$ cat config.mk
export PLATFORM = sky130hd
export DESIGN_NAME = radio_host_interface
export DESIGN_NICKNAME = d
export VERILOG_FILES = /design/src/hdl/radio_host_pkg.sv /design/src/hdl/byte_fifo.sv /design/src/hdl/radio_host_interface.sv /design/src/hdl/signal_strength_fsm.sv
export VERILOG_INCLUDE_DIRS = /design/src /design/src/hdl
export SDC_FILE = /design/constraint.sdc
export NUM_CORES = 1
export LEC_CHECK = 0
export ABC_CLOCK_PERIOD_IN_PS = 3800
export BUFFER_PORTS_ARGS = -buffer_cell sky130_fd_sc_hd__clkbuf_2
export CELL_PAD_IN_SITES_DETAIL_PLACEMENT = 1
export CELL_PAD_IN_SITES_GLOBAL_PLACEMENT = 1
export CORE_ASPECT_RATIO = 0.6
export CORE_MARGIN = 2
export CORE_UTILIZATION = 45
export CTS_CLUSTER_SIZE = 8
export DETAILED_ROUTE_END_ITERATION = 8
export PLACE_DENSITY_LB_ADDON = 0.1
export SLEW_MARGIN = 20
export SYNTH_ARGS = -nofsm -noshare
export SYNTH_HDL_FRONTEND = slang
export SYNTH_SLANG_ARGS = --single-unit
export TNS_END_PERCENT = 50
$ cat constraint.sdc
create_clock -name sys_clk -period 3.8 [get_ports sys_clk]
set_input_delay 0.19 -clock sys_clk [delete_from_list [all_inputs] [get_ports sys_clk]]
set_output_delay 0.19 -clock sys_clk [all_outputs]
set_load 0.1 [all_outputs]
$ cat src/hdl/radio_host_params.svh
/*
  Named constants of the radio host interface: register offsets, reset values,
  field positions and timing counts.
  Assumes it is included by bare name by the design modules.
*/
`ifndef RADIO_HOST_PARAMS_SVH
`define RADIO_HOST_PARAMS_SVH

// register offsets (six-bit address space)
`define ADDR_CONTROL        6'h03
`define ADDR_DATA_RATE      6'h04
`define ADDR_CONFIG         6'h05
`define ADDR_FRAMER_CTL     6'h06
`define ADDR_RX_EN          6'h07
`define ADDR_RX_STAT        6'h08
`define ADDR_RX_DATA_A      6'h09
`define ADDR_TX_EN          6'h0d
`define ADDR_TX_STAT        6'h0e
`define ADDR_TX_DATA        6'h0f
`define ADDR_WAKE_EN        6'h1c
`define ADDR_WAKE_STAT      6'h1d
`define ADDR_SIG_STRENGTH   6'h22
`define ADDR_CARRIER_SENSE  6'h2f
`define ADDR_STEP           6'h01

// reset values
`define RST_ZERO            8'h00
`define RST_CONFIG          8'h01
`define RST_FRAMER          8'h03
`define RST_WAKE_PENDING    1'b1

// field positions
`define CTL_RX_BIT          7
`define CTL_TX_BIT          6
`define CFG_IRQ_HIGH_BIT    0
`define FRAMER_BYPASS_BIT   7
`define FRAMER_SPACE_BIT    6
`define WAKE_EN_BIT         0
`define CARRIER_FORCE_BIT   7
`define RATE_MODE_MSB       1
`define RATE_64_CHIPS       2'h0
`define RATE_PAIRED         2'h3
`define CHAN_A_ONLY         8'h0f
`define CHAN_BOTH           8'hff
`define BIT_LAST            3'h7

// timing
`define SYS_CLK_PERIOD_NS   100
`define SIG_QUAL_TIME_NS    50000
`define SIG_QUAL_CYCLES     ((`SIG_QUAL_TIME_NS + `SYS_CLK_PERIOD_NS - 1) / `SYS_CLK_PERIOD_NS)
`define OSC_START_TIME_NS   2000
`define OSC_START_CYCLES    ((`OSC_START_TIME_NS + `SYS_CLK_PERIOD_NS - 1) / `SYS_CLK_PERIOD_NS)
`define BYP_HALF_TIME_NS    400
`define BYP_HALF_CYCLES     (`BYP_HALF_TIME_NS / `SYS_CLK_PERIOD_NS)

`endif

$ cat src/hdl/radio_host_pkg.sv
/*
  Types shared by the radio host interface modules.
  Assumes nothing of its surroundings.
*/
package radio_host_pkg;

  typedef struct packed {
    logic       write;
    logic       incr;
    logic [5:0] addr;
  } spi_cmd_t;

  typedef struct packed {
    logic data;
    logic valid;
  } bypass_bits_t;

  typedef enum logic [1:0] {
    SIG_IDLE    = 2'h0,
    SIG_QUALIFY = 2'h1,
    SIG_CONVERT = 2'h3,
    SIG_HALT    = 2'h2
  } sig_state_t;

  typedef enum logic {
    PH_CMD  = 1'b0,
    PH_DATA = 1'b1
  } spi_phase_t;

endpackage

$ cat src/hdl/byte_fifo.sv
/*
  Flip-flop FIFO with valid/ready on both sides.
  Assumes DEPTH is a power of two and one clock with clock enable.
*/
`timescale 1ns/1ns
module byte_fifo #(
  parameter int WIDTH = 8,
  parameter int DEPTH = 8,
  parameter int AW    = $clog2(DEPTH)
) (
  input  wire logic             clk,
  input  wire logic             nrst,
  input  wire logic             clkEn,
  input  wire logic [WIDTH-1:0] inData,
  input  wire logic             inValid,
  output logic                  inReady,
  output logic [WIDTH-1:0]      outData,
  output logic                  outValid,
  input  wire logic             outReady
);
  logic [WIDTH-1:0] mem [DEPTH];
  logic [AW:0]      wrPtr;
  logic [AW:0]      rdPtr;
  logic             full;
  logic             empty;

  assign full     = (wrPtr[AW] != rdPtr[AW]) && (wrPtr[AW-1:0] == rdPtr[AW-1:0]);
  assign empty    = (wrPtr == rdPtr);
  assign inReady  = ~full;
  assign outValid = ~empty;
  assign outData  = mem[rdPtr[AW-1:0]];

  always_ff @(posedge clk)
  begin
    if (clkEn && inValid && !full)
      mem[wrPtr[AW-1:0]] <= inData;
  end

  always_ff @(posedge clk or negedge nrst)
  begin
    if (!nrst)
      wrPtr <= '0;
    else if (clkEn && inValid && !full)
      wrPtr <= wrPtr + (AW+1)'(1);
  end

  always_ff @(posedge clk or negedge nrst)
  begin
    if (!nrst)
      rdPtr <= '0;
    else if (clkEn && outReady && !empty)
      rdPtr <= rdPtr + (AW+1)'(1);
  end
endmodule // byte_fifo

$ cat src/hdl/radio_host_interface.sv
/*
  Host interface of the radio: SPI register slave, byte framer with transmit
  FIFO, bypass bit path clocked on the interrupt pin, shared interrupt pin,
  wake logic and signal-strength sampling.
  Assumes all pins are asynchronous to sys_clk and the modem side is synchronous.
*/
// What this block does
// - command bit 7 low means register read, high means register write
// - command bit 6 high advances address after each data byte, else repeats it
// - command byte carries six address bits, followed by eight-bit data bytes
// - bursts take any number of bytes and end only when select rises
// - transmit bytes are buffered so the next can be written during sending
// - each received byte overwrites the framer receive register unconditionally
// - bypass receive outputs update after each falling edge of interrupt pin while receive is on
// - bypass transmit lines are sampled on each falling interrupt-pin edge while transmit is on
// - transmit, receive and wake sources, each enableable, share one pin
// - transmit mode masks receive interrupts without altering stored enables
// - status registers show event conditions even when the source is disabled
// - configuration sets pin polarity: low is open drain, high open source
// - after power-down release host waits for wake before SPI transfers
// - wake enable bit 0 enables wake interrupt; status bit 0 shows pending
// - reading the wake status register clears the pending wake interrupt
// - four transmit events, enabled and reported through their own registers
// - eight receive events, four per channel, with enable and status registers
// - in 64-chip and paired-bit modes channel B receive events never fire
// - conversion starts after carrier holds over 50 us; result and valid bit
// - after a conversion the machine halts until receive is toggled
// - carrier sense bit 7 forces a conversion; host waits 50 us to read
// - power down low suspends and holds the buffered clock output at zero
// - interrupt pin serves as bypass bit clock when bypass mode is selected
// - multi-byte registers are little endian, lowest address least significant
`timescale 1ns/1ns
`include "radio_host_params.svh"
module radio_host_interface (
  input  wire logic                         sys_clk,
  input  wire logic                         nrst,
  input  wire logic                         clkEn,
  input  wire logic                         spiClk,
  input  wire logic                         spiDataIn,
  input  wire logic                         spiSelectN,
  output logic                              spiDataOut,
  output logic                              spiDataOeN,
  input  wire logic                         powerDownN,
  output logic                              bufferedSystemClockOut,
  output logic                              irqOut,
  output logic                              irqOeN,
  input  wire logic                         bypassDataIn,
  output logic                              bypassDataOut,
  output logic                              bypassDataOeN,
  input  wire logic                         bypassDataValidIn,
  output logic                              bypassDataValidOut,
  output logic                              bypassDataValidOeN,
  output logic                              rxEnabled,
  output logic                              txEnabled,
  output logic [7:0]                        txByte,
  output logic                              txByteValid,
  input  wire logic                         txByteReady,
  output logic                              txSpaceAvailable,
  input  wire logic [7:0]                   rxByte,
  input  wire logic                         rxByteValid,
  input  wire logic [3:0]                   txEventCond,
  input  wire logic [7:0]                   rxEventCond,
  input  wire radio_host_pkg::bypass_bits_t rxBits,
  output radio_host_pkg::bypass_bits_t      txBits,
  output logic                              txBitStrobe,
  input  wire logic                         carrierAbove,
  input  wire logic [4:0]                   adcLevel
);
  import radio_host_pkg::*;

  // pin synchronisers: first stage feeds only the second
  logic [5:0] pinMeta;
  logic [5:0] pinSync;
  logic       sckPrev;
  logic       sckSync;
  logic       mosiSync;
  logic       selSyncN;
  logic       pdSyncN;
  logic       bypDataSync;
  logic       bypValidSync;

  // register file
  logic [7:0] control;
  logic [7:0] dataRate;
  logic [7:0] settings;
  logic [7:0] framerCtl;
  logic [7:0] rxEn;
  logic [7:0] txEn;
  logic [7:0] wakeEn;
  logic [7:0] carrierSense;
  logic [7:0] rxDataA;
  logic [7:0] txDataLast;
  logic       wakePending;

  // spi engine
  spi_phase_t phase;
  spi_cmd_t   cmd;
  logic [2:0] bitCount;
  logic [7:0] shiftIn;
  logic [7:0] shiftOut;
  logic       shiftPending;
  logic       selected;
  logic       sckRise;
  logic       sckFall;
  logic       byteDone;
  logic [7:0] byteIn;
  logic [5:0] nextAddr;
  logic [5:0] loadAddr;
  logic       loadRead;
  logic       writeStrobe;
  logic       wakeClear;

  // interrupt, power and bypass
  logic [7:0] rxStatus;
  logic       irqEvent;
  logic       irqActive;
  logic       bypassOn;
  logic [9:0] oscCount;
  logic       oscStarted;
  logic       wakeSet;
  logic [3:0] bitDiv;
  logic       bitClk;
  logic       bitFall;
  logic [5:0] sigResult;

  // spi address arithmetic shared by read loading and write targeting
  function automatic logic [5:0] advance(input spi_cmd_t c);
    advance = c.incr ? c.addr + `ADDR_STEP : c.addr;
  endfunction

  function automatic logic [7:0] regRead(input logic [5:0] a);
    case (a)
      `ADDR_CONTROL:       regRead = control;
      `ADDR_DATA_RATE:     regRead = dataRate;
      `ADDR_CONFIG:        regRead = settings;
      `ADDR_FRAMER_CTL:    regRead = framerCtl;
      `ADDR_RX_EN:         regRead = rxEn;
      `ADDR_RX_STAT:       regRead = rxStatus;
      `ADDR_RX_DATA_A:     regRead = rxDataA;
      `ADDR_TX_EN:         regRead = txEn;
      `ADDR_TX_STAT:       regRead = {4'h0, txEventCond};
      `ADDR_TX_DATA:       regRead = txDataLast;
      `ADDR_WAKE_EN:       regRead = wakeEn;
      `ADDR_WAKE_STAT:     regRead = {7'h00, wakePending};
      `ADDR_SIG_STRENGTH:  regRead = {2'h0, sigResult};
      `ADDR_CARRIER_SENSE: regRead = carrierSense;
      default:             regRead = `RST_ZERO;
    endcase
  endfunction

  always_ff @(posedge sys_clk or negedge nrst)
  begin
    if (!nrst)
    begin
      pinMeta <= 6'h1f;
      pinSync <= 6'h1f;
    end
    else if (clkEn)
    begin
      pinMeta <= {spiClk, spiDataIn, spiSelectN, powerDownN, bypassDataIn, bypassDataValidIn};
      pinSync <= pinMeta;
    end
  end

  assign {sckSync, mosiSync, selSyncN, pdSyncN, bypDataSync, bypValidSync} = pinSync;

  always_ff @(posedge sys_clk or negedge nrst)
  begin
    if (!nrst)
      sckPrev <= 1'b0;
    else if (clkEn)
      sckPrev <= sckSync;
  end

  assign selected    = ~selSyncN;
  assign sckRise     = selected & sckSync & ~sckPrev;
  assign sckFall     = selected & ~sckSync & sckPrev;
  assign byteDone    = sckRise && bitCount == `BIT_LAST;
  assign byteIn      = {shiftIn[6:0], mosiSync};
  assign nextAddr    = advance(cmd);
  assign loadAddr    = (phase == PH_CMD) ? byteIn[5:0] : nextAddr;
  assign loadRead    = byteDone && ((phase == PH_CMD) ? ~byteIn[7] : ~cmd.write);
  assign writeStrobe = byteDone && phase == PH_DATA && cmd.write;
  assign wakeClear   = loadRead && loadAddr == `ADDR_WAKE_STAT;

  // deselect is the only way out of a burst
  always_ff @(posedge sys_clk or negedge nrst)
  begin
    if (!nrst)
    begin
      phase    <= PH_CMD;
      cmd      <= '0;
      bitCount <= 3'h0;
      shiftIn  <= 8'h00;
    end
    else if (clkEn)
    begin
      if (!selected)
      begin
        phase    <= PH_CMD;
        bitCount <= 3'h0;
      end
      else if (sckRise)
      begin
        shiftIn  <= byteIn;
        bitCount <= bitCount + 3'h1;
        if (byteDone && phase == PH_CMD)
        begin
          cmd   <= byteIn;
          phase <= PH_DATA;
        end
        else if (byteDone)
          cmd.addr <= nextAddr;
      end
    end
  end

  // msb leaves on the falling edge; a freshly loaded byte is not shifted
  always_ff @(posedge sys_clk or negedge nrst)
  begin
    if (!nrst)
    begin
      shiftOut     <= 8'h00;
      shiftPending <= 1'b0;
    end
    else if (clkEn)
    begin
      if (!selected)
      begin
        shiftOut     <= 8'h00;
        shiftPending <= 1'b0;
      end
      else if (byteDone)
      begin
        shiftOut     <= loadRead ? regRead(loadAddr) : 8'h00;
        shiftPending <= 1'b0;
      end
      else if (sckRise)
        shiftPending <= 1'b1;
      else if (sckFall && shiftPending)
      begin
        shiftOut     <= {shiftOut[6:0], 1'b0};
        shiftPending <= 1'b0;
      end
    end
  end

  assign spiDataOut = shiftOut[7];
  assign spiDataOeN = ~selected;

  always_ff @(posedge sys_clk or negedge nrst)
  begin
    if (!nrst)
    begin
      control      <= `RST_ZERO;
      dataRate     <= `RST_ZERO;
      settings     <= `RST_CONFIG;
      framerCtl    <= `RST_FRAMER;
      rxEn         <= `RST_ZERO;
      txEn         <= `RST_ZERO;
      wakeEn       <= `RST_ZERO;
      carrierSense <= `RST_ZERO;
      txDataLast   <= `RST_ZERO;
    end
    else if (clkEn && writeStrobe)
    begin
      case (cmd.addr)
        `ADDR_CONTROL:       control      <= byteIn;
        `ADDR_DATA_RATE:     dataRate     <= byteIn;
        `ADDR_CONFIG:        settings     <= byteIn;
        `ADDR_FRAMER_CTL:    framerCtl    <= byteIn;
        `ADDR_RX_EN:         rxEn         <= byteIn;
        `ADDR_TX_EN:         txEn         <= byteIn;
        `ADDR_WAKE_EN:       wakeEn       <= byteIn;
        `ADDR_CARRIER_SENSE: carrierSense <= byteIn;
        `ADDR_TX_DATA:       txDataLast   <= byteIn;
        default:             txDataLast   <= txDataLast;
      endcase
    end
  end

  // a full fifo drops the byte; software watches the space flag first
  byte_fifo #(
    .WIDTH (8),
    .DEPTH (8)
  ) txFifo (
    .clk      (sys_clk),
    .nrst     (nrst),
    .clkEn    (clkEn),
    .inData   (byteIn),
    .inValid  (writeStrobe && cmd.addr == `ADDR_TX_DATA),
    .inReady  (txSpaceAvailable),
    .outData  (txByte),
    .outValid (txByteValid),
    .outReady (txByteReady)
  );

  always_ff @(posedge sys_clk or negedge nrst)
  begin
    if (!nrst)
      rxDataA <= `RST_ZERO;
    else if (clkEn && rxByteValid)
      rxDataA <= rxByte;
  end

  assign rxEnabled = control[`CTL_RX_BIT];
  assign txEnabled = control[`CTL_TX_BIT];
  assign bypassOn  = framerCtl[`FRAMER_BYPASS_BIT];

  always_comb
  begin
    rxStatus = rxEventCond & `CHAN_BOTH;
    if (dataRate[`RATE_MODE_MSB:0] == `RATE_64_CHIPS || dataRate[`RATE_MODE_MSB:0] == `RATE_PAIRED)
      rxStatus = rxEventCond & `CHAN_A_ONLY;
  end

  // modes mask the opposite direction; the enable registers stay untouched
  assign irqEvent = (|(txEventCond & txEn[3:0]) & ~rxEnabled)
                  | (|(rxStatus & rxEn) & ~txEnabled)
                  | (wakePending & wakeEn[`WAKE_EN_BIT]);

  always_ff @(posedge sys_clk or negedge nrst)
  begin
    if (!nrst)
      irqActive <= 1'b0;
    else if (clkEn)
      irqActive <= irqEvent;
  end

  always_comb
  begin
    if (bypassOn)
    begin
      irqOut = bitClk;
      irqOeN = 1'b0;
    end
    else
    begin
      irqOut = settings[`CFG_IRQ_HIGH_BIT];
      irqOeN = ~irqActive;
    end
  end

  // oscillator start-up after power-down release raises the wake event
  always_ff @(posedge sys_clk or negedge nrst)
  begin
    if (!nrst)
    begin
      oscCount   <= 10'h000;
      oscStarted <= 1'b0;
    end
    else if (clkEn)
    begin
      if (!pdSyncN)
      begin
        oscCount   <= 10'h000;
        oscStarted <= 1'b0;
      end
      else if (!oscStarted)
      begin
        oscCount   <= oscCount + 10'h001;
        oscStarted <= (oscCount == 10'(`OSC_START_CYCLES));
      end
    end
  end

  assign wakeSet = pdSyncN && !oscStarted && oscCount == 10'(`OSC_START_CYCLES);

  always_ff @(posedge sys_clk or negedge nrst)
  begin
    if (!nrst)
      wakePending <= `RST_WAKE_PENDING;
    else if (clkEn && wakeSet)
      wakePending <= 1'b1;
    else if (clkEn && wakeClear)
      wakePending <= 1'b0;
  end

  always_ff @(posedge sys_clk or negedge nrst)
  begin
    if (!nrst)
      bufferedSystemClockOut <= 1'b0;
    else if (clkEn)
      bufferedSystemClockOut <= oscStarted ? ~bufferedSystemClockOut : 1'b0;
  end

  // bypass bit clock runs only in bypass mode
  always_ff @(posedge sys_clk or negedge nrst)
  begin
    if (!nrst)
    begin
      bitDiv  <= 4'h0;
      bitClk  <= 1'b1;
      bitFall <= 1'b0;
    end
    else if (clkEn)
    begin
      bitFall <= 1'b0;
      if (!bypassOn)
      begin
        bitDiv <= 4'h0;
        bitClk <= 1'b1;
      end
      else if (bitDiv == 4'(`BYP_HALF_CYCLES - 1))
      begin
        bitDiv  <= 4'h0;
        bitClk  <= ~bitClk;
        bitFall <= bitClk;
      end
      else
        bitDiv <= bitDiv + 4'h1;
    end
  end

  // receive bits change one clock after the falling edge so the host has three clocks before the rise
  always_ff @(posedge sys_clk or negedge nrst)
  begin
    if (!nrst)
    begin
      bypassDataOut      <= 1'b0;
      bypassDataValidOut <= 1'b0;
    end
    else if (clkEn && bitFall && rxEnabled)
    begin
      bypassDataOut      <= rxBits.data;
      bypassDataValidOut <= rxBits.valid;
    end
  end

  assign bypassDataOeN      = ~(bypassOn & rxEnabled);
  assign bypassDataValidOeN = ~(bypassOn & rxEnabled);

  always_ff @(posedge sys_clk or negedge nrst)
  begin
    if (!nrst)
    begin
      txBits      <= '0;
      txBitStrobe <= 1'b0;
    end
    else if (clkEn)
    begin
      txBitStrobe <= bitFall && txEnabled;
      if (bitFall && txEnabled)
        txBits <= '{data: bypDataSync, valid: bypValidSync};
    end
  end

  signal_strength_fsm sigFsm (
    .clk          (sys_clk),
    .nrst         (nrst),
    .clkEn        (clkEn),
    .rxOn         (rxEnabled),
    .carrierAbove (carrierAbove),
    .forceConv    (carrierSense[`CARRIER_FORCE_BIT]),
    .adcLevel     (adcLevel),
    .result       (sigResult),
    .state        ()
  );
endmodule // radio_host_interface

$ cat src/hdl/signal_strength_fsm.sv
/*
  Signal-strength sampling state machine: qualifies a carrier, converts once,
  then halts until receive is switched off.
  Assumes carrier and converter inputs are synchronous to clk.
*/
`timescale 1ns/1ns
`include "radio_host_params.svh"
module signal_strength_fsm (
  input  wire logic                      clk,
  input  wire logic                      nrst,
  input  wire logic                      clkEn,
  input  wire logic                      rxOn,
  input  wire logic                      carrierAbove,
  input  wire logic                      forceConv,
  input  wire logic [4:0]                adcLevel,
  output logic [5:0]                     result,
  output radio_host_pkg::sig_state_t     state
);
  import radio_host_pkg::*;

  sig_state_t next_state;
  logic [9:0] qualCount;

  always_comb
  begin
    next_state = state;
    case (state)
      SIG_IDLE:    next_state = forceConv ? SIG_CONVERT : (carrierAbove ? SIG_QUALIFY : SIG_IDLE);
      SIG_QUALIFY:
      begin
        if (forceConv)
          next_state = SIG_CONVERT;
        else if (!carrierAbove)
          next_state = SIG_IDLE;
        else if (qualCount == 10'(`SIG_QUAL_CYCLES))
          next_state = SIG_CONVERT;
      end
      SIG_CONVERT: next_state = SIG_HALT;
      SIG_HALT:    next_state = SIG_HALT;
      default:     next_state = SIG_IDLE;
    endcase
    if (!rxOn)
      next_state = SIG_IDLE;
  end

  always_ff @(posedge clk or negedge nrst)
  begin
    if (!nrst)
      state <= SIG_IDLE;
    else if (clkEn)
      state <= next_state;
  end

  // counts past the qualifying time so the carrier must stay over it
  always_ff @(posedge clk or negedge nrst)
  begin
    if (!nrst)
      qualCount <= '0;
    else if (clkEn)
      qualCount <= (state == SIG_QUALIFY) ? qualCount + 10'h001 : 10'h000;
  end

  always_ff @(posedge clk or negedge nrst)
  begin
    if (!nrst)
      result <= 6'h00;
    else if (clkEn && state == SIG_CONVERT)
      result <= {1'b1, adcLevel};
    else if (clkEn && state == SIG_IDLE && next_state != SIG_IDLE)
      result <= 6'h00;
  end
endmodule // signal_strength_fsm

### Yosys cells after proc, flatten, opt, wreduce, memory -nomap -nowiden

Memories as Yosys holds them, arrays and structs flattened.
Cells that the tools add are included.

* bits in registers: 172
* memory bits (writable): 64
* input port bits: 39
* output and inout port bits: 24
* word-level logic and storage cells: 219
* memories: 1

* $add $sub $neg: 7
* eq/ne operators: 37
* muxes and demuxes: 48
* bitwise logic cells: 26
* reductions and logical operators: 61

Memory list
* txFifo.mem: words 8, bits a word 8, rd ports 1, clocked after Yosys merged registers in 0, write ports 1, line byte_fifo.sv:21 `logic [WIDTH-1:0] mem [DEPTH];`

Operators with widths (count)
* $pmux W8 S14: 1
* $eq A6 B3 Y1 const B: 8
* $mux W8: 6
* $eq A6 B4 Y1 const B: 7
* $mux W6: 6
* $mux W10: 3
* $reduce_and A2 Y1: 14
* $logic_and A1 B1 Y1: 25
* $mux W1: 22
* $add A10 B1 Y10 const B: 2
* $eq A6 B5 Y1 const B: 3
* $eq A6 B6 Y1 const B: 3
* $not A1 Y1: 14
* $add A4 B1 Y4 const B: 3
* $eq A6 B2 Y1 const B: 2
* $reduce_bool A2 Y1: 6
* $eq A10 B5 Y1 const B: 1
* $eq A10 B9 Y1 const B: 1
* $mux W2: 5
* $reduce_and A3 Y1: 3
* $and A1 B1 Y1: 8
* $and A8 B8 Y8: 1
* $mux W4: 2
* $reduce_and A4 Y1: 2
* other kinds (24): 31

### Logic depth before layout (Yosys ltp)

Gate-level depths: netlist (run 1).

* depth after elaboration: 11
* depth in mapped cells: 11
* depth with buffers taken out: 9

### Modules after synthesis

Synthesis (run 1) repeated with hierarchy kept, for this count alone.

* cell total of the unflattened synthesis: 904
* area, all modules: 11258.3 um^2

By module, submodules not included
* radio_host_interface: times used 1, cells each 673, area an instance 7358.3 um^2, seq. area each 3672.3 um^2
* byte_fifo: times used 1, cells each 146, area an instance 3019.1 um^2, seq. area each 2122.0 um^2
* signal_strength_fsm: times used 1, cells each 85, area an instance 880.8 um^2, seq. area each 450.4 um^2

### Worst setup path after synthesis (run 1)

Ideal clock, no wire load.

* path kind: flip-flop to flip-flop
* start point: register phase
* end point: memory txFifo.mem[1][0] (enable)
* library setup time: 0.383 ns
* data arrival time: 2.332 ns
* data required time: 3.417 ns
* path slack: 1.085 ns
* stages on the path, launching flop included: 10
* path buffers: 3
* clock period less this slack: 2.715 ns
* cell sequence: dfrtp_1 > buf_6 > buf_4 > buf_4 > nand2_2 > nor4_4 > nand3_4 > a21oi_4 > nand2_1 > nor3_1

* word-level cells in the longest chain between the ends: 7

Ends and longest elaborated chain
* start: declaration: line radio_host_interface.sv:96 `spi_phase_t phase;`
* start signal: assignment: line radio_host_interface.sv:191 `phase <= PH_CMD;`
* start signal: assignment: line radio_host_interface.sv:200 `phase <= PH_CMD;`
* start signal: assignment: line radio_host_interface.sv:210 `phase <= PH_DATA;`
* $logic_and A1 B1 Y1 (2 in a row): line radio_host_interface.sv:183 `assign writeStrobe = byteDone && phase == PH_DATA && cmd.write;`
* $logic_and A1 B1 Y1 (no source line)
* $logic_and A1 B1 Y1 (2 in a row): line byte_fifo.sv:35 `if (clkEn && inValid && !full)`
* $mux W1: line byte_fifo.sv:35
* $mux W1 (not written as such): line byte_fifo.sv:36 `mem[wrPtr[AW-1:0]] <= inData;`
* end: declaration: line byte_fifo.sv:21

No other way between the ends.

### Worst setup path in the final report (run 1)

* start point: register phase
* end point: register shiftOut[7]

* word-level cells in the longest chain between the ends: 6
* elaborated cells on any way between the ends: 21
* classes of those cells: 14 x eq/ne; 6 x mux; 1 x reduce/logical

Ends and longest elaborated chain
* $mux W6: line radio_host_interface.sv:181 `assign loadAddr = (phase == PH_CMD) ? byteIn[5:0] : nextAddr;`
* $eq A6 B6 Y1 (tied with other cells): line radio_host_interface.sv:132 `case (a)`
* $pmux W8 S14: line radio_host_interface.sv:132
* $mux W8 (*): line radio_host_interface.sv:235 `shiftOut <= loadRead ? regRead(loadAddr) : 8'h00;`
* $mux W8 (*): line radio_host_interface.sv:233 `else if (byteDone)`
* $mux W8 (*): line radio_host_interface.sv:228 `if (!selected)`
* end signal: assignment: line radio_host_interface.sv:235
* end signal: assignment: line radio_host_interface.sv:242 `shiftOut <= {shiftOut[6:0], 1'b0};`
* end: declaration: line radio_host_interface.sv:100 `logic [7:0] shiftOut;`

Every way passes the cells marked *; elsewhere a longest branch is shown, timed or not.
A chain may end at the register's enable or synchronous reset.

==> results of run 1 <==
what timing repair did:
item | in CTS | in global routing
hold endpoints to repair | 83 | 0
hold buffers | 22 | 0
setup buffers | 0 | 0
through the flow:
stage               total power (W)  setup slack (ns)  cells
finish                      0.00690             0.280   1324
global route                0.00714             0.116   1324
global placement            0.00391             0.508   1245
detailed placement          0.00395             0.432   1245
CTS                         0.00692             0.427   1324
floorplan                   0.00346              1.08    878
cell usage after synthesis, drive strengths merged, types with 15 or more instances:
library cell,instances,area share [%]
dfrtp,157,35
mux2,119,12
nand2,69,2.3
edfxtp,64,17
nor2,49,1.7
o21ai,31,1.5
nand3,27,1.5
a22oi,24,1.6
buf,23,1.3
a21oi,21,1.1
clkbuf,20,0.67
inv,20,0.67
xor2,19,1.5
nor3,18,1.1
a22o,16,1.2
mux4,16,3.2
dfstp,15,3.5
path summary, 6_finish.rpt:
check                                                        start                            endpoint
worst max-delay path                             phase$_DFFE_PN0P_             shiftOut[7]$_DFFE_PN0P_
worst min-delay path                                  carrierAbove         sigFsm.state[0]$_DFFE_PN0P_
worst max register to register                   phase$_DFFE_PN0P_             shiftOut[7]$_DFFE_PN0P_
worst min register to register  bufferedSystemClockOut$_DFFE_PN0P_  bufferedSystemClockOut$_DFFE_PN0P_
max in group asynchronous                                     nrst         txFifo.wrPtr[0]$_DFFE_PN0P_
min in group asynchronous                                     nrst      bypassDataValidOut$_DFFE_PN0P_
final cells by class:
cell class	instances	area, um^2
multi-input cells	578	4700
flip-flops and latches	236	6240
inverters	21	78.8
repair buffers	110	732
clock inverters	3	55.1
well taps	322	403
clock buffers	54	968
fillers	2474	11200
power by group through the flow:
stage          sequential [W]  combinational [W]  clock (W)
6_report              0.00290            0.00105    0.00295
4_1_cts               0.00290            0.00103    0.00299
5_1_grt               0.00291            0.00112    0.00311
2_1_floorplan         0.00292           0.000543          0
3_3_place_gp          0.00294           0.000974          0
3_5_place_dp          0.00294            0.00100          0
cells by family (layout without fill, tap and decap cells):
logic type	after synthesis	in the layout	share of synthesized area, %
DFF	236	236	55.6
muxes	146	146	16.2
buffers and inverters	64	188	2.66
AOI/OAI and AO/OA	155	155	10.4
xor gates and xnor gates	28	28	2.18
and+or+nand+nor	235	235	11.5
adders and majority gates	14	14	1.56
per-layer routing:
| metal | wire (um) | part of all wire (%) | global-route usage (%) | vias to the layer above |
|---|---|---|---|---|
| li1 | - | - | - | 3504 |
| met1 | 16600 | 48 | 41.5 | 4190 |
| met2 | 14600 | 42 | 38.2 | 286 |
| met4 | 676 | 2.0 | 6.34 | 0 |
| met5 | 0 | 0 | 0 | - |
| met3 | 2680 | 7.7 | 6.68 | 60 |
worst max-delay path, delay by kind of cell (launching register included):
family                 cells  cell delay [ns]
buffers and inverters      1             0.27
flip-flops                 1             1.06
AO/OA/AOI/OAI              4             1.22
AND/OR/NAND/NOR            2             0.87
==> impl_metrics.tcl, run 1 <==
set metrics [dict create \
    finalCriticalPeriod_ns 3.52 \
    maxSlewViolCount 0 \
    dieArea_mm2 0.0263 \
    synth_flop_cell "dfrtp_1" \
    first_global_vias 8461 \
    place_congestion 0.982 \
    clockBufferDepth 3 \
    wl_um 34600 \
    die_x_um 208 \
    fp.dieH_um 126 \
    wl_per_cell_um 26.1 \
    grt_pass1_wl_um 53500 \
    drc_errors 0 \
    ctsResizeCount 0 \
    layout_commonest_cell "dfrtp_1" \
    postSynth.asyncResetShare_pct 72.9 \
    io_pins 63 \
    cts.sinks 236 \
    yosysSeqAreaShare_pct 55.6 \
    cts-buffers-inserted 35 \
    cp.arrival_ns 3.97 \
    layout_common_cells "dfrtp_1, mux2_2, nand2_1" \
    fin_setup_tns_ns 0 \
    cts_tree "done" \
    setup_violations 0 \
    power_switching_w 0.00201 \
    firstDrtPassIters 6 \
    max_freq_ghz 0.284 \
    ant_nets 0 \
    min_path_type "input port to flop" \
    layout-drive-gt1-share_pct 31.0 \
    tightestPinTransition_ns 1.10 \
    drt-vias-per-instance 6.07 \
    pwr-share-comb_pct 15.2 \
    htreeDepth 2 \
    start_kind "flop" \
    fin_crit_sh_pct 92.6 \
    ys_warn_count 0 \
    hpwlAfterDp_um 24200 \
    fin_nets 1035 \
    cp_slowest_stage_delay_ns 1.06 \
    worstPathCellList "a21o_1 -> buf_4 -> nand3_1 -> nor4_1 -> a22o_1 -> a221o_1 -> o22a_1" \
    fp-row-count 44 \
    hold_path_depth 3 \
    ys_seq_elements 236 \
    largest_reg_flops 64 \
    synth.avg_cell_area_um2 12.8 \
    outcome "completed" \
    p_sw_share_pct 29.2 \
    core_mm2 0.0243 \
    synth_edf_count 64 \
    rrSetupSlack_ns 0.28 \
    cts-root-buf "clkbuf_16" \
    start_util_pct 46.2 \
    detailed_place.area_mm2 0.0119 \
    syn2layout_area_growth_pct 17.2 \
    reg2reg_depth 7 \
    clock_latency_ns 0.52 \
    grt_use_total_pct 27.0 \
    grt.overflow.total 0 \
    rsz0062_at_grt "no" \
    crit_slowest_cell "dfrtp_1" \
    final_area_mm2 0.0132 \
    p_seq_share_pct 42.1 \
    relSlewSlack_pct 26.8 \
    syn_inst 878 \
    fin_skew_ns 0.0324 \
    drt_iter0_markers 605 \
    cell_internal_pwr_w 0.00489 \
    max_cap_viol_count 0 \
    hold_slack_ns 0.0875 \
    path_clk_slew_ns 0.06 \
    portBuffers 62 \
    cp_max_fo 32 \
    hold_viol 0 \
    p_leak_nw 5.62 \
    dr_total_vias 8040 \
    crit_type "flop to flop" \
    syn-num-nets 931 \
    fin_util_pct 54.2 \
    grt_max_degree 78 \
    clkPwrFrac_pct 42.7 \
    power_density_mw_per_mm2 524 \
    yosysUniqueCellTypes 84 \
    end_kind "flop" \
    antenna_found_initial 0 \
    synth_area_mm2 0.0112 \
    timing.critical_path.required_ns 4.25 \
    worst_ir_drop_vdd_mv 0.293 \
    antennaDiodeCount 0 \
]
No activity file was read; power rests on OpenSTA's default activity.
==> run 2: changes to the inputs <==
--- a/config.mk
+++ b/config.mk
@@ -6,6 +6,7 @@
 export SDC_FILE = /design/constraint.sdc
 export NUM_CORES = 1
 export LEC_CHECK = 0
+export ABC_AREA = 1
 export ABC_CLOCK_PERIOD_IN_PS = 3800
 export BUFFER_PORTS_ARGS = -buffer_cell sky130_fd_sc_hd__clkbuf_2
 export CELL_PAD_IN_SITES_DETAIL_PLACEMENT = 1
==> run 2 against run 1 <==
Compared with the run above: global-route usage rose by 0.63 points; sequential power increased by 1%; clock-buffer cell count rose by 7; non-clock buffer count shrank 7; hold slack better by 0.016 ns; synthesized cell count grew 46%; routed wire length is 1.3% higher; via count up 19%; sequential share of layout area is 0.20 points higher; total power grew 0.61%.
==> impl_metrics.tcl, run 2 <==
set metrics [dict create \
    ys_top_cells_by_area "dfrtp_1, edfxtp_1, nand2_1" \
    maxSlewViolCount 0 \
    start_util_pct 46.1 \
    timing.critical_path.required_ns 3.93 \
    multi_input_area_mm2 0.00435 \
    firstDrtPassIters 5 \
    cp.arrival_ns 3.15 \
    syn_inst 1280 \
    start_kind "flop" \
    cts.sinks 236 \
    layout-drive-gt1-share_pct 13.5 \
    die_x_um 208 \
    hpwlAfterDp_um 23800 \
    grt_use_total_pct 27.6 \
    rsz0062_at_grt "no" \
    first_global_vias 9744 \
    antennaDiodeCount 0 \
    io_pins 63 \
    seqCellArea_mm2 0.00624 \
    portBuffers 62 \
    antenna_found_initial 0 \
    cts_tree "done" \
    path_clk_slew_ns 0.05 \
    cp_common_cell "nand2_1" \
    tightestPinTransition_ns 1.04 \
    syn-num-nets 1333 \
    hold_path_depth 5 \
    synth_top_area_share_pct 35.0 \
    relSlewSlack_pct 30.2 \
    grt.overflow.total 0 \
    r2r_start "sckPrev$_DFFE_PN0P_" \
    nFillCells 2909 \
    ys_seq_elements 236 \
    synth_flop_cell "dfrtp_1" \
    drc_errors 0 \
    drt-vias-per-instance 5.54 \
    hold_slack_ns 0.103 \
    place_congestion 0.870 \
    layout_commonest_cell "nand2_1" \
    max_freq_ghz 0.331 \
    min-delay-start "carrierAbove" \
    layout_common_cells "nand2_1, dfrtp_1, o21ai_0" \
    end_kind "flop" \
    synth_top_area_cell "dfrtp_1" \
    cp_slowest_stage_delay_ns 0.83 \
    yosysSeqAreaShare_pct 55.7 \
    p_leak_nw 5.83 \
    postSynth.asyncResetShare_pct 72.9 \
    cts_setup_buffers 0 \
    worst_ir_drop_vdd_mv 0.290 \
    dieArea_mm2 0.0263 \
    crit_slowest_cell "nor3_1" \
    fp-row-count 44 \
    ys_warn_count 0 \
    min_path_type "input port to flop" \
    fp.dieH_um 126 \
    cp_max_fo 11 \
    yosys-top-cells-count "nand2_1, dfrtp_1, o21ai_0, nor2_1, nand3_1" \
    drt_iter0_markers 812 \
    wl_um 35000 \
    cts-buffers-inserted 35 \
    crit_type "flop to flop" \
    hold_viol 0 \
    setup_violations 0 \
    fin_util_pct 53.9 \
    fin_nets 1424 \
    reg2reg_depth 9 \
    wl_per_cell_um 20.4 \
    grt_max_degree 102 \
    fin_crit_sh_pct 79.5 \
    clockBufferDepth 3 \
    power_density_mw_per_mm2 529 \
    clock_latency_ns 0.52 \
    syn2layout_area_growth_pct 16.9 \
    yosysMostFrequentCell "nand2_1" \
    htreeDepth 2 \
    grt_pass1_wl_um 56200 \
    max_cap_viol_count 0 \
    fin_skew_ns 0.0154 \
    yosysUniqueCellTypes 45 \
    rrSetupSlack_ns 0.78 \
    cts-root-buf "clkbuf_16" \
    core_mm2 0.0243 \
    synth_edf_count 64 \
    largest_reg_flops 64 \
    fin_setup_tns_ns 0 \
    outcome "completed" \
    finalCriticalPeriod_ns 3.02 \
    cp-startpoint "sckPrev$_DFFE_PN0P_" \
    worstPathCellList "nor3_4 -> nand2_2 -> nor2_4 -> nand2_1 -> nor2_1 -> nand3_1 -> inv_2 -> nand2_1 -> nor3_1" \
    synth.avg_cell_area_um2 8.77 \
    ant_nets 0 \
    dr_total_vias 9532 \
    synth_area_mm2 0.0112 \
]
==> run 2: critical path: cells and delay by family, from the launching register on <==
kind / cells / cell delay, ns
AND/OR/NAND/NOR: 8 / 2.10
flip-flops: 1 / 0.42
buffers and inverters: 1 / 0.11
==> run 2: power breakdown <==
part	internal, W	leakage [nW]	switching, W
registers	0.00276	2.86	0.000175
clock network	0.00184	0.499	0.00115
logic	0.000246	2.47	0.000777
total	0.00485	5.83	0.00210
==> run 2: worst paths after layout <==
kind	to
max in group asynchronous	carrierSense[4]$_DFFE_PN0P_
min in group asynchronous	oscCount[4]$_DFFE_PN0P_
min	sigFsm.state[0]$_DFFE_PN0P_
max reg2reg	txFifo.mem[3][0]$_DFFE_PP_
min reg2reg	pinMeta[0]$_DFFE_PN1P_
max	txFifo.mem[3][0]$_DFFE_PP_
==> run 2: timing repair <==
| item | 4_1_cts | 5_1_grt |
|---|---|---|
| resized for setup | 0 | 0 |
| hold buffers | 23 | 0 |
| hold endpoints to repair | 113 | 0 |
==> run 2: cells by family after synthesis <==
family	after synthesis	share of synthesized area, %
fa+ha+maj	14	1.56
xor+xnor	9	0.703
compound gates	213	10.1
mux	8	0.803
flops	236	55.7
buf+inv	151	5.71
simple gates	649	25.4
==> run 2: per-layer routing <==
| layer | global-route usage [%] | wire [um] | up-vias | part of all wire, % |
|---|---|---|---|---|
| li1 | - | - | 4447 | - |
| met1 | 42.6 | 17300 | 4802 | 49 |
| met2 | 40.0 | 14900 | 241 | 42 |
| met3 | 5.47 | 2340 | 42 | 6.7 |
| met4 | 6.51 | 528 | 0 | 1.5 |
| met5 | 0 | 0 | - | 0 |
==> run 2: final cells by class <==
| cell class | instances | share of cell area (%) |
|---|---|---|
| well taps | 322 | 3.07 |
| clock buffers | 61 | 7.58 |
| repair buffers | 103 | 5.29 |
| clock inverters | 3 | 0.420 |
| multi-input cells | 893 | 33.1 |
| inverters | 102 | 2.94 |
| flip-flops and latches | 236 | 47.6 |
==> run 2: stage by stage <==
stage / cells / total power, W / setup slack, ns / area, um^2
floorplan: 1280 / 0.00355 / 0.855 / 11200
global placement: 1633 / 0.00393 / 0.868 / 11800
detailed placement: 1633 / 0.00395 / 0.733 / 11800
CTS: 1720 / 0.00696 / 0.686 / 13100
global route: 1720 / 0.00719 / 0.489 / 13100
finish: 1720 / 0.00695 / 0.779 / 13100
